**config.mk**
```make
export PLATFORM = sky130hd
export DESIGN_NAME = dci_slave
export DESIGN_NICKNAME = d
export VERILOG_FILES = /design/src/shared/dci_pkg.sv /design/src/rtl/dci_slave.sv
export VERILOG_INCLUDE_DIRS = /design/src /design/src/shared
export SDC_FILE = /design/constraint.sdc
export NUM_CORES = 1
export LEC_CHECK = 0
export BUFFER_PORTS_ARGS = -buffer_cell sky130_fd_sc_hd__buf_4
export CORE_MARGIN = 4
export CORE_UTILIZATION = 40
export CTS_CLUSTER_SIZE = 10
export DETAILED_ROUTE_END_ITERATION = 16
export PLACE_DENSITY_LB_ADDON = 0.12
export SETUP_SLACK_MARGIN = 0.1
export SYNTH_ARGS = -nofsm -noshare
export SYNTH_HDL_FRONTEND = slang
export SYNTH_SLANG_ARGS = --single-unit
```
**constraint.sdc**
```tcl
create_clock -name mclk -period 2.9 [get_ports mclk]
set_clock_uncertainty 0.2 [all_clocks]
set_input_delay 0.29 -clock mclk [delete_from_list [all_inputs] [get_ports mclk]]
set_output_delay 0.29 -clock mclk [all_outputs]
set_load 0.005 [all_outputs]
```
**src/shared/dci_map.svh**
```systemverilog
// register and protocol constants for the converter two-wire slave
`ifndef DCI_MAP_SVH
`define DCI_MAP_SVH
`define DCI_BCAST_ADDR 7'h48
`define DCI_HS_CODE_HI 5'h01
`define DCI_WORD_RESET 16'h0000
`define DCI_BIT_LAST 3'h7
`define DCI_BIT_FIRST 3'h0
`define DCI_CODE_MSB 11
`define DCI_PIN_GND 2'h0
`define DCI_PIN_VA 2'h1
`define DCI_PIN_FLOAT 2'h2
`define DCI_PIN_RESET 4'hA
`define DCI_BASE_FLOAT 7'h0C
`define DCI_BASE_GND 7'h08
`define DCI_BASE_VA 7'h4C
`endif

```
**src/shared/dci_pkg.sv**
```systemverilog
// types for the converter two-wire slave
`default_nettype none
package dci_pkg;
	typedef enum logic [2:0] {
		DCI_IDLE,
		DCI_ADDR,
		DCI_ADDR_ACK,
		DCI_RX,
		DCI_RX_ACK,
		DCI_TX,
		DCI_TX_ACK,
		DCI_IGNORE
	} dci_state_t;
endpackage : dci_pkg
`default_nettype wire

```
**src/rtl/dci_slave.sv**
```systemverilog
// two-wire slave that loads and reads back the converter holding register
// Summary of operation
// 12-bit code is unsigned straight binary
// standard and fast speeds behave identically
// zero pulls low, one releases the line
// acknowledge own address, release otherwise
// acknowledge every received write data byte
// master acks upper byte, nacks last
// start is SDA fall while SCL high
// start followed by address and direction
// repeated start readdresses, speed mode kept
// stop is SDA rise with SCL high
// write sends upper then lower byte
// word loads register after lower byte ack
// consecutive byte pairs accepted without readdressing
// read drives upper then lower byte
// master code is not acknowledged
// master raises speed then repeated start
// repeated start in fast mode stays fast
// stop ends high-speed mode
// broadcast address also acknowledged
// address pins latched at first direct addressing
// register clears to zero at power-up
// unmatched address ignored until next start
// partial word discarded on stop or restart
`include "dci_map.svh"
`default_nettype none
module dci_slave
	import dci_pkg::*;
(
	input wire logic mclk,
	input wire logic resetn,
	input wire logic sclIn,
	input wire logic sdaIn,
	output logic sdaOut,
	output logic sdaOe_n,
	input wire logic [1:0] address_select_pin_low,
	input wire logic [1:0] address_select_pin_high,
	output logic [15:0] dacWord,
	output logic [11:0] dacCode,
	output logic dacUpdate,
	output logic hsMode
);
	logic [1:0] sclSync_r;
	logic [1:0] sdaSync_r;
	logic sclD_r;
	logic sdaD_r;
	logic sclRise;
	logic sclFall;
	logic startCond;
	logic stopCond;
	dci_state_t state_r;
	logic [2:0] bitCnt_r;
	logic [7:0] shift_r;
	logic [7:0] rxByte;
	logic isRead_r;
	logic lowByte_r;
	logic [7:0] upper_r;
	logic [15:0] dacWord_r;
	logic addrLocked_r;
	logic [6:0] ownAddr_r;
	logic [6:0] pinAddr;
	logic hsMode_r;
	logic drvLow_r;
	logic addrDirect;
	logic addrMatch;
	logic [1:0] pinCount;
	logic [3:0] pinSync1_r;
	logic [3:0] pinSync2_r;

	// two flops on each pin before any logic looks at them
	always_ff @(posedge mclk or negedge resetn) begin
		if (!resetn) begin
			sclSync_r <= 2'h3;
			sdaSync_r <= 2'h3;
			sclD_r <= 1'b1;
			sdaD_r <= 1'b1;
		end else begin
			sclSync_r <= {sclSync_r[0], sclIn};
			sdaSync_r <= {sdaSync_r[0], sdaIn};
			sclD_r <= sclSync_r[1];
			sdaD_r <= sdaSync_r[1];
		end
	end

	assign sclRise = sclSync_r[1] & ~sclD_r;
	assign sclFall = ~sclSync_r[1] & sclD_r;
	assign startCond = sclSync_r[1] & sclD_r & sdaD_r & ~sdaSync_r[1];
	assign stopCond = sclSync_r[1] & sclD_r & ~sdaD_r & sdaSync_r[1];
	assign rxByte = {shift_r[6:0], sdaSync_r[1]};

	// straps are pins too, so they pass two flops like scl and sda
	always_ff @(posedge mclk or negedge resetn) begin
		if (!resetn) begin
			pinSync1_r <= `DCI_PIN_RESET;
			pinSync2_r <= `DCI_PIN_RESET;
		end else begin
			pinSync1_r <= {address_select_pin_high, address_select_pin_low};
			pinSync2_r <= pinSync1_r;
		end
	end

	// pin-strapped address; the high pin picks the base, the low pin sets bit 0 or bit 1
	always_comb begin
		pinAddr = `DCI_BASE_FLOAT;
		case (pinSync2_r[3:2])
			`DCI_PIN_GND: pinAddr = `DCI_BASE_GND;
			`DCI_PIN_VA: pinAddr = `DCI_BASE_VA;
			default: pinAddr = `DCI_BASE_FLOAT;
		endcase
		pinCount = pinSync2_r[1:0];
		case (pinCount)
			`DCI_PIN_GND: pinAddr = pinAddr | 7'h01;
			`DCI_PIN_VA: pinAddr = pinAddr | 7'h02;
			default: pinAddr = pinAddr;
		endcase
	end

	assign addrDirect = rxByte[7:1] == (addrLocked_r ? ownAddr_r : pinAddr);
	assign addrMatch = addrDirect | (rxByte[7:1] == `DCI_BCAST_ADDR);

	// lock the strapped address once it has been used directly
	always_ff @(posedge mclk or negedge resetn) begin
		if (!resetn) begin
			addrLocked_r <= 1'b0;
			ownAddr_r <= 7'h00;
		end else if (!addrLocked_r && state_r == DCI_ADDR && sclRise
				&& bitCnt_r == `DCI_BIT_LAST && addrDirect) begin
			addrLocked_r <= 1'b1;
			ownAddr_r <= pinAddr;
		end
	end

	// speed mode: master code arms fast mode, restarts keep it, stop ends it
	always_ff @(posedge mclk or negedge resetn) begin
		if (!resetn) begin
			hsMode_r <= 1'b0;
		end else if (stopCond) begin
			hsMode_r <= 1'b0;
		end else if (state_r == DCI_ADDR && sclRise && bitCnt_r == `DCI_BIT_LAST
				&& rxByte[7:3] == `DCI_HS_CODE_HI) begin
			hsMode_r <= 1'b1;
		end
	end

	// byte engine; standard and fast speeds need no distinction here
	always_ff @(posedge mclk or negedge resetn) begin
		if (!resetn) begin
			state_r <= DCI_IDLE;
			bitCnt_r <= `DCI_BIT_FIRST;
			shift_r <= 8'h00;
			isRead_r <= 1'b0;
			lowByte_r <= 1'b0;
			upper_r <= 8'h00;
		end else if (startCond) begin
			state_r <= DCI_ADDR;
			bitCnt_r <= `DCI_BIT_FIRST;
			lowByte_r <= 1'b0;
		end else if (stopCond) begin
			state_r <= DCI_IDLE;
		end else begin
			case (state_r)
				DCI_ADDR, DCI_RX: begin
					if (sclRise) begin
						shift_r <= rxByte;
						bitCnt_r <= bitCnt_r + 3'h1;
						if (bitCnt_r == `DCI_BIT_LAST) begin
							if (state_r == DCI_ADDR) begin
								isRead_r <= rxByte[0];
								lowByte_r <= 1'b0;
								state_r <= addrMatch ? DCI_ADDR_ACK : DCI_IGNORE;
							end else begin
								state_r <= DCI_RX_ACK;
							end
						end
					end
				end
				DCI_ADDR_ACK: begin
					if (sclFall && drvLow_r) begin
						state_r <= isRead_r ? DCI_TX : DCI_RX;
						shift_r <= dacWord_r[15:8];
					end
				end
				DCI_RX_ACK: begin
					if (sclFall && drvLow_r) begin
						state_r <= DCI_RX;
						lowByte_r <= ~lowByte_r;
						if (!lowByte_r) begin
							upper_r <= shift_r;
						end
					end
				end
				DCI_TX: begin
					if (sclFall) begin
						shift_r <= {shift_r[6:0], 1'b1};
						bitCnt_r <= bitCnt_r + 3'h1;
						if (bitCnt_r == `DCI_BIT_LAST) begin
							state_r <= DCI_TX_ACK;
						end
					end
				end
				DCI_TX_ACK: begin
					if (sclRise) begin
						// master nack, or any answer after the lower byte, ends the read
						if (sdaSync_r[1] || lowByte_r) begin
							state_r <= DCI_IGNORE;
						end
						lowByte_r <= 1'b1;
					end else if (sclFall) begin
						// lower byte starts on the fall that closes the ack clock
						state_r <= DCI_TX;
						bitCnt_r <= `DCI_BIT_FIRST;
						shift_r <= dacWord_r[7:0];
					end
				end
				default: begin
					state_r <= state_r;
				end
			endcase
		end
	end

	// ack phase: drive low from the falling edge that opens the ninth clock
	always_ff @(posedge mclk or negedge resetn) begin
		if (!resetn) begin
			drvLow_r <= 1'b0;
		end else if (startCond || stopCond) begin
			drvLow_r <= 1'b0;
		end else if (sclFall) begin
			case (state_r)
				DCI_ADDR_ACK: begin
					// second fall releases a write ack or puts out the read msb
					drvLow_r <= !drvLow_r || (isRead_r && !dacWord_r[15]);
				end
				DCI_RX_ACK: begin
					drvLow_r <= !drvLow_r;
				end
				DCI_TX: begin
					// shift register still holds the bit just finished
					drvLow_r <= (bitCnt_r != `DCI_BIT_LAST) && !shift_r[6];
				end
				DCI_TX_ACK: begin
					drvLow_r <= !dacWord_r[7];
				end
				default: begin
					drvLow_r <= 1'b0;
				end
			endcase
		end
	end

	// holding register, loaded only after the lower byte is acknowledged
	always_ff @(posedge mclk or negedge resetn) begin
		if (!resetn) begin
			dacWord_r <= `DCI_WORD_RESET;
			dacUpdate <= 1'b0;
		end else begin
			dacUpdate <= 1'b0;
			if (state_r == DCI_RX_ACK && sclFall && drvLow_r && lowByte_r) begin
				dacWord_r <= {upper_r, shift_r};
				dacUpdate <= 1'b1;
			end
		end
	end

	assign sdaOut = 1'b0;
	assign sdaOe_n = ~drvLow_r;
	assign dacWord = dacWord_r;
	assign dacCode = dacWord_r[`DCI_CODE_MSB:0];
	assign hsMode = hsMode_r;

	word_load_a: assert property (@(posedge mclk) disable iff (!resetn)
		dacUpdate |-> $past(state_r) == DCI_RX_ACK && $past(lowByte_r)
			&& dacWord == {$past(upper_r), $past(shift_r)})
		else $error("word loaded before lower byte");
	tx_release_a: assert property (@(posedge mclk) disable iff (!resetn)
		state_r == DCI_TX_ACK |-> sdaOe_n)
		else $error("sda held during master answer");
	ack_release_a: assert property (@(posedge mclk) disable iff (!resetn)
		state_r == DCI_IGNORE |-> sdaOe_n)
		else $error("sda driven while ignoring");
	stop_hs_a: assert property (@(posedge mclk) disable iff (!resetn)
		stopCond |=> !hsMode)
		else $error("high speed survives stop");
	stop_idle_a: assert property (@(posedge mclk) disable iff (!resetn)
		stopCond |=> state_r == DCI_IDLE)
		else $error("stop not seen");
	start_addr_a: assert property (@(posedge mclk) disable iff (!resetn)
		startCond |=> state_r == DCI_ADDR && bitCnt_r == 3'h0)
		else $error("restart not readdressing");
	restart_hs_a: assert property (@(posedge mclk) disable iff (!resetn)
		startCond && hsMode |=> hsMode)
		else $error("restart dropped high speed");
	code_map_a: assert property (@(posedge mclk) disable iff (!resetn)
		dacCode == dacWord[11:0])
		else $error("code mismatch");
	lock_hold_a: assert property (@(posedge mclk) disable iff (!resetn)
		addrLocked_r |=> addrLocked_r && $stable(ownAddr_r))
		else $error("address unlocked");
	cover_write_c: cover property (@(posedge mclk) disable iff (!resetn) dacUpdate);
	cover_hs_c: cover property (@(posedge mclk) disable iff (!resetn) $rose(hsMode));
	cover_read_c: cover property (@(posedge mclk) disable iff (!resetn) state_r == DCI_TX_ACK);
endmodule : dci_slave
`default_nettype wire

```
; ---- Word-level counts from Yosys, hierarchy flattened
; Index checks and enable logic that the tools add are counted.
[totals]
word_cells = 151
output_inout_bits = 32
input_bits = 8
reg_bits = 65
[op_classes]
bitwise = 16
addsub = 1
n_eq_ne = 35
n_reduce_logical = 36
mux = 45
[ops]
columns = cell, count
row1 = 3-bit two-way mux, 20
row2 = 8-bit two-way mux, 5
row3 = 8-bit one-hot mux with 4 select lines, 1
row4 = "3-bit inequality test, second input constant", 9
row5 = "4-bit inequality test, second input constant", 6
row6 = 3-bit one-hot mux with 5 select lines, 1
row7 = 7-bit one-hot mux with 2 select lines, 1
row8 = 1-bit logical AND, 13
row9 = "3-bit equality test, second input constant", 4
row10 = 1-bit two-way mux, 12
row11 = "2-bit inequality test, second input constant", 6
row12 = 6-bit AND reduction, 2
row13 = 4-bit nonzero test, 3
row14 = "5-bit inequality test, second input constant", 2
row15 = 3-bit one-hot mux with 3 select lines, 1
row16 = 9-bit AND reduction, 1
row17 = 1-bit inverter, 8
row18 = 8-bit AND reduction, 1
row19 = 1-bit bitwise AND, 7
row20 = 7-bit equality test, 1
row21 = "7-bit equality test, second input constant", 1
row22 = 7-bit two-way mux, 1
row23 = 7-bit AND reduction, 1
row24 = 7-bit nonzero test, 1
row25 = other kinds (15), 25

; ---- Longest topological paths before layout
[depth]
depth_word = 13
mapped_depth = 9
depth_no_buf = 8

; ---- Least setup slack after synthesis
; OpenSTA, ideal clock, no wires.
[synth_path]
path_kind = register -> register
from = reg sclD_r
to = reg dacWord_r[10], in the netlist dacWord[10]
setup_ns = 0.128
path_stages_with_launch = 7
path_slack_ns = 0.677
n_path_buf = 2
t_arrival_ns = 1.896
path_cell_list = dfstp_2 ha_1 nand4b_1 nor3b_1 buf_2 buf_2 mux2_1
[synth_between]
elab_chain_len = 4
[synth_lines]
columns = element, line_no
row1 = "start, declared", dci_slave.sv:46  ; logic sclD_r;
row2 = "start signal, assigned", dci_slave.sv:81  ; sclD_r <= sclSync_r[1];
row3 = 1-bit bitwise AND, dci_slave.sv:87  ; assign sclFall = ~sclSync_r[1] & sclD_r;
row4 = 1-bit logical AND (3 in series), dci_slave.sv:259  ; if (state_r == DCI_RX_ACK && sclFall && drvLow_r && lowByte_r) begin
row5 = "end signal, assigned", dci_slave.sv:255  ; dacWord_r <= `DCI_WORD_RESET;
row6 = "end signal, assigned", dci_slave.sv:260  ; dacWord_r <= {upper_r, shift_r};
row7 = "end, declared", dci_slave.sv:59  ; logic [15:0] dacWord_r;
; No other way between the ends.
; A chain may end at the register's enable or synchronous reset.

; ---- Final worst setup path
[layout_path]
from = reg sclD_r
to = reg state_r[0]
[layout_between]
elab_chain_len = 6
elab_cells_between_ends = 23
[layout_lines]
columns = element, line_no
row1 = branches (longest 6 deep; another with 9-bit AND reduction), n/a
row2 = "end signal, assigned", dci_slave.sv:171  ; state_r <= addrMatch ? DCI_ADDR_ACK : DCI_IGNORE;
row3 = "end signal, assigned", dci_slave.sv:180  ; state_r <= isRead_r ? DCI_TX : DCI_RX;
row4 = "end signal, assigned", dci_slave.sv:217  ; state_r <= state_r;
row5 = "end, declared", dci_slave.sv:52  ; dci_state_t state_r;
; Parallel ways; which one is timed is not known.

==> flow_summary.ini <==
[layout]
num-fill-cells = 698
ff_latch_area_um2 = 1560
layout_commonest_cell = dfrtp_1
area_delta_synth_final_pct = 18.3
n_antenna_cell = 0
final_cell_mix = 52 x dfrtp_1, 44 x buf_4, 24 x nor2_1
drive_gt1_share_pct = 29.9
nNetsFinal = 332
multi_input_area_um2 = 1320

[die]
die_h_um = 95.7
die_x_um = 95.7
fp-row-count = 31
start_util_pct = 41.7
io_pins = 40
dieArea_um2 = 9150
core_um2 = 7370

[global_routing]
grt_max_degree = 63
overflow = 0
grt_pass1_wl_um = 10600
grt_antenna_before_repair = 0
grt_usage_pct = 15.3
grt_pass1_vias = 2166

[worst_setup_path]
cp.arrival_ns = 2.40
crit_path_top_delay_cell = dfstp_2
critical_path_required_ns = 2.95
worstSetupEndpointType = flip-flop
cp_cell_sequence = ha_1 -> nand4b_1 -> nand2_1 -> o22ai_1 -> or3_1 -> o311a_1 -> o31ai_1
path_class = flip-flop to flip-flop
path_buf_inv = 0
worst-path-max-fanout = 5
path_delay_family = simple AND/OR/NAND/NOR gates
critPathLaunchType = flip-flop
slowest_delay_ns = 0.54

[placed_design]
hpwlAfterDp_um = 4230
dp_slack_ns = 0.523
io_buffers = 38
gp_congestion = 0.889

[routing]
viasPerCell = 5.13
ant_nets = 0
drc = 0
wl_um = 6190
vias = 2168
drt_iter0_markers = 75
wire_per_inst_um = 14.6
dr.pass1.iters = 4

[worst_hold_path]
hold_class = flip-flop to flip-flop

[sta]
slew_viol_final = 0
rsz0062_at_grt = no
setup_violations = 0
max_freq_mhz = 424
tns_ns = 0
fin_crit_ns = 2.36
final_hold_viol_count = 0
finalWorstSetupSlack_ns = 0.544
relSlewSlack_pct = 49.0
timing.final.crit_share_pct = 81.2
worstMarginPinSlew_ns = 0.765

[yosys]
synth_cell_type_count = 49
syn_area_um2 = 3070
postSynth.asyncResetShare_pct = 100
synthCells = 283
synth_seq_cells = 62
ys_seq_area_share_pct = 50.9
synth_flop_cell = dfrtp_1
postSynthAreaPerCell_um2 = 10.9
synth_nets = 296
ys_warn_count = 0
synth_edf_count = 0

[clock_tree]
clock_latency_ns = 0.34
cts_tree = built
path_clk_slew_ns = 0.07
cts.sinks = 62
cts_setup_buffers = 0
cts_max_path_buffers = 2
post_cts_resized = 0
cts-root-buf = clkbuf_8
h-tree-depth = 3
cts_inserted_buffers = 9

[power]
leakage_uw = 0.00172
powerDensity_nw_per_um2 = 792
peakVddDrop_mv = 0.336

[status]
outcome = finished clean

[run]
drv_cap = 0
layer usage:
metal / global-route usage, % / up-vias / wire length (um)
li1: - / 1053 / -
met1: 20.4 / 1049 / 2940
met2: 23.0 / 55 / 2870
met3: 5.29 / 11 / 278
met4: 5.45 / 0 / 95
met5: 0 / - / 0
cell usage after synthesis (4+ instances only):
cell / count / area [um2]
mux2i_1: 10 / 100
dfrtp_1: 52 / 1300
buf_4: 13 / 97.6
clkbuf_1: 4 / 15.0
nor3b_1: 4 / 30.0
nor2b_1: 4 / 25.0
buf_2: 8 / 40.0
nand2_1: 22 / 82.6
inv_1: 8 / 30.0
o21ai_1: 6 / 30.0
nor2_1: 24 / 90.1
a21oi_1: 18 / 90.1
ha_1: 5 / 62.6
nor3_1: 5 / 25.0
nand2b_1: 5 / 31.3
dfstp_2: 10 / 263
o21ai_0: 16 / 80.1
mux2_1: 10 / 113
mux2_2: 17 / 191
sequential cells by signal, indices dropped and copies added (netlist names), 2 cells and up:
name,cells
pinSync1_r,4
sclSync_r,2
dacWord,16
ownAddr_r,5
state_r,3
upper_r,8
bitCnt_r,3
sdaSync_r,2
shift_r,8
pinSync2_r,4
worst paths after layout:
check	depth (start not counted)	startpoint	slack (ns)	end
worst min register to register	0	pinSync1_r[0]	0.15	pinSync2_r[0]
worst max-delay path	7	sclD_r	0.54	state_r[0]
worst min-delay path	0	pinSync1_r[0]	0.15	pinSync2_r[0]
worst max register to register	7	sclD_r	0.54	state_r[0]
min in group asynchronous	2	resetn	0.36	bitCnt_r[0]
max in group asynchronous	2	resetn	1.63	dacWord[3]
final cells by class:
cell class / instances / area share, %
Sequential cell: 62 / 43.0
Inverter: 8 / 0.826
Multi-Input combinational cell: 187 / 36.3
Tap cell: 99 / 3.41
Clock buffer: 9 / 3.41
Timing Repair Buffer: 51 / 11.0
Clock inverter: 7 / 2.00
report_power, final:
part           internal, uW  switching [uW]  leakage, uW
sequential             1030             233     0.000802
clock                   397             355    0.0000956
combinational           415             449     0.000825
metrics by stage:
stage               cells  total power, uW  hold WS [ns]  utilization (%)  cell area [um2]
floorplan             283             1850        -0.206                -             3070
global placement      400             2120         0.134             45.7             3370
detailed placement    400             2140         0.135             45.7             3370
CTS                   423             2910         0.153             49.3             3630
global route          423             3100         0.161             49.3             3630
finish                423             2880         0.151             49.3             3630
logic make-up after synthesis:
logic type	share of synthesized area, %
xor gates and xnor gates	0.855
DFF	50.9
and+or+nand+nor	14.8
adders and majority gates	2.04
other	0.122
AOI/OAI and AO/OA	10.3
muxes	14.6
buffers and inverters	6.31
timing repair:
action | in CTS | in global routing
setup endpoints to repair | 0 | 0
hold buffers | 7 | 0
hold endpoints to repair | 58 | 0
No activity file was read; power rests on OpenSTA's default activity.
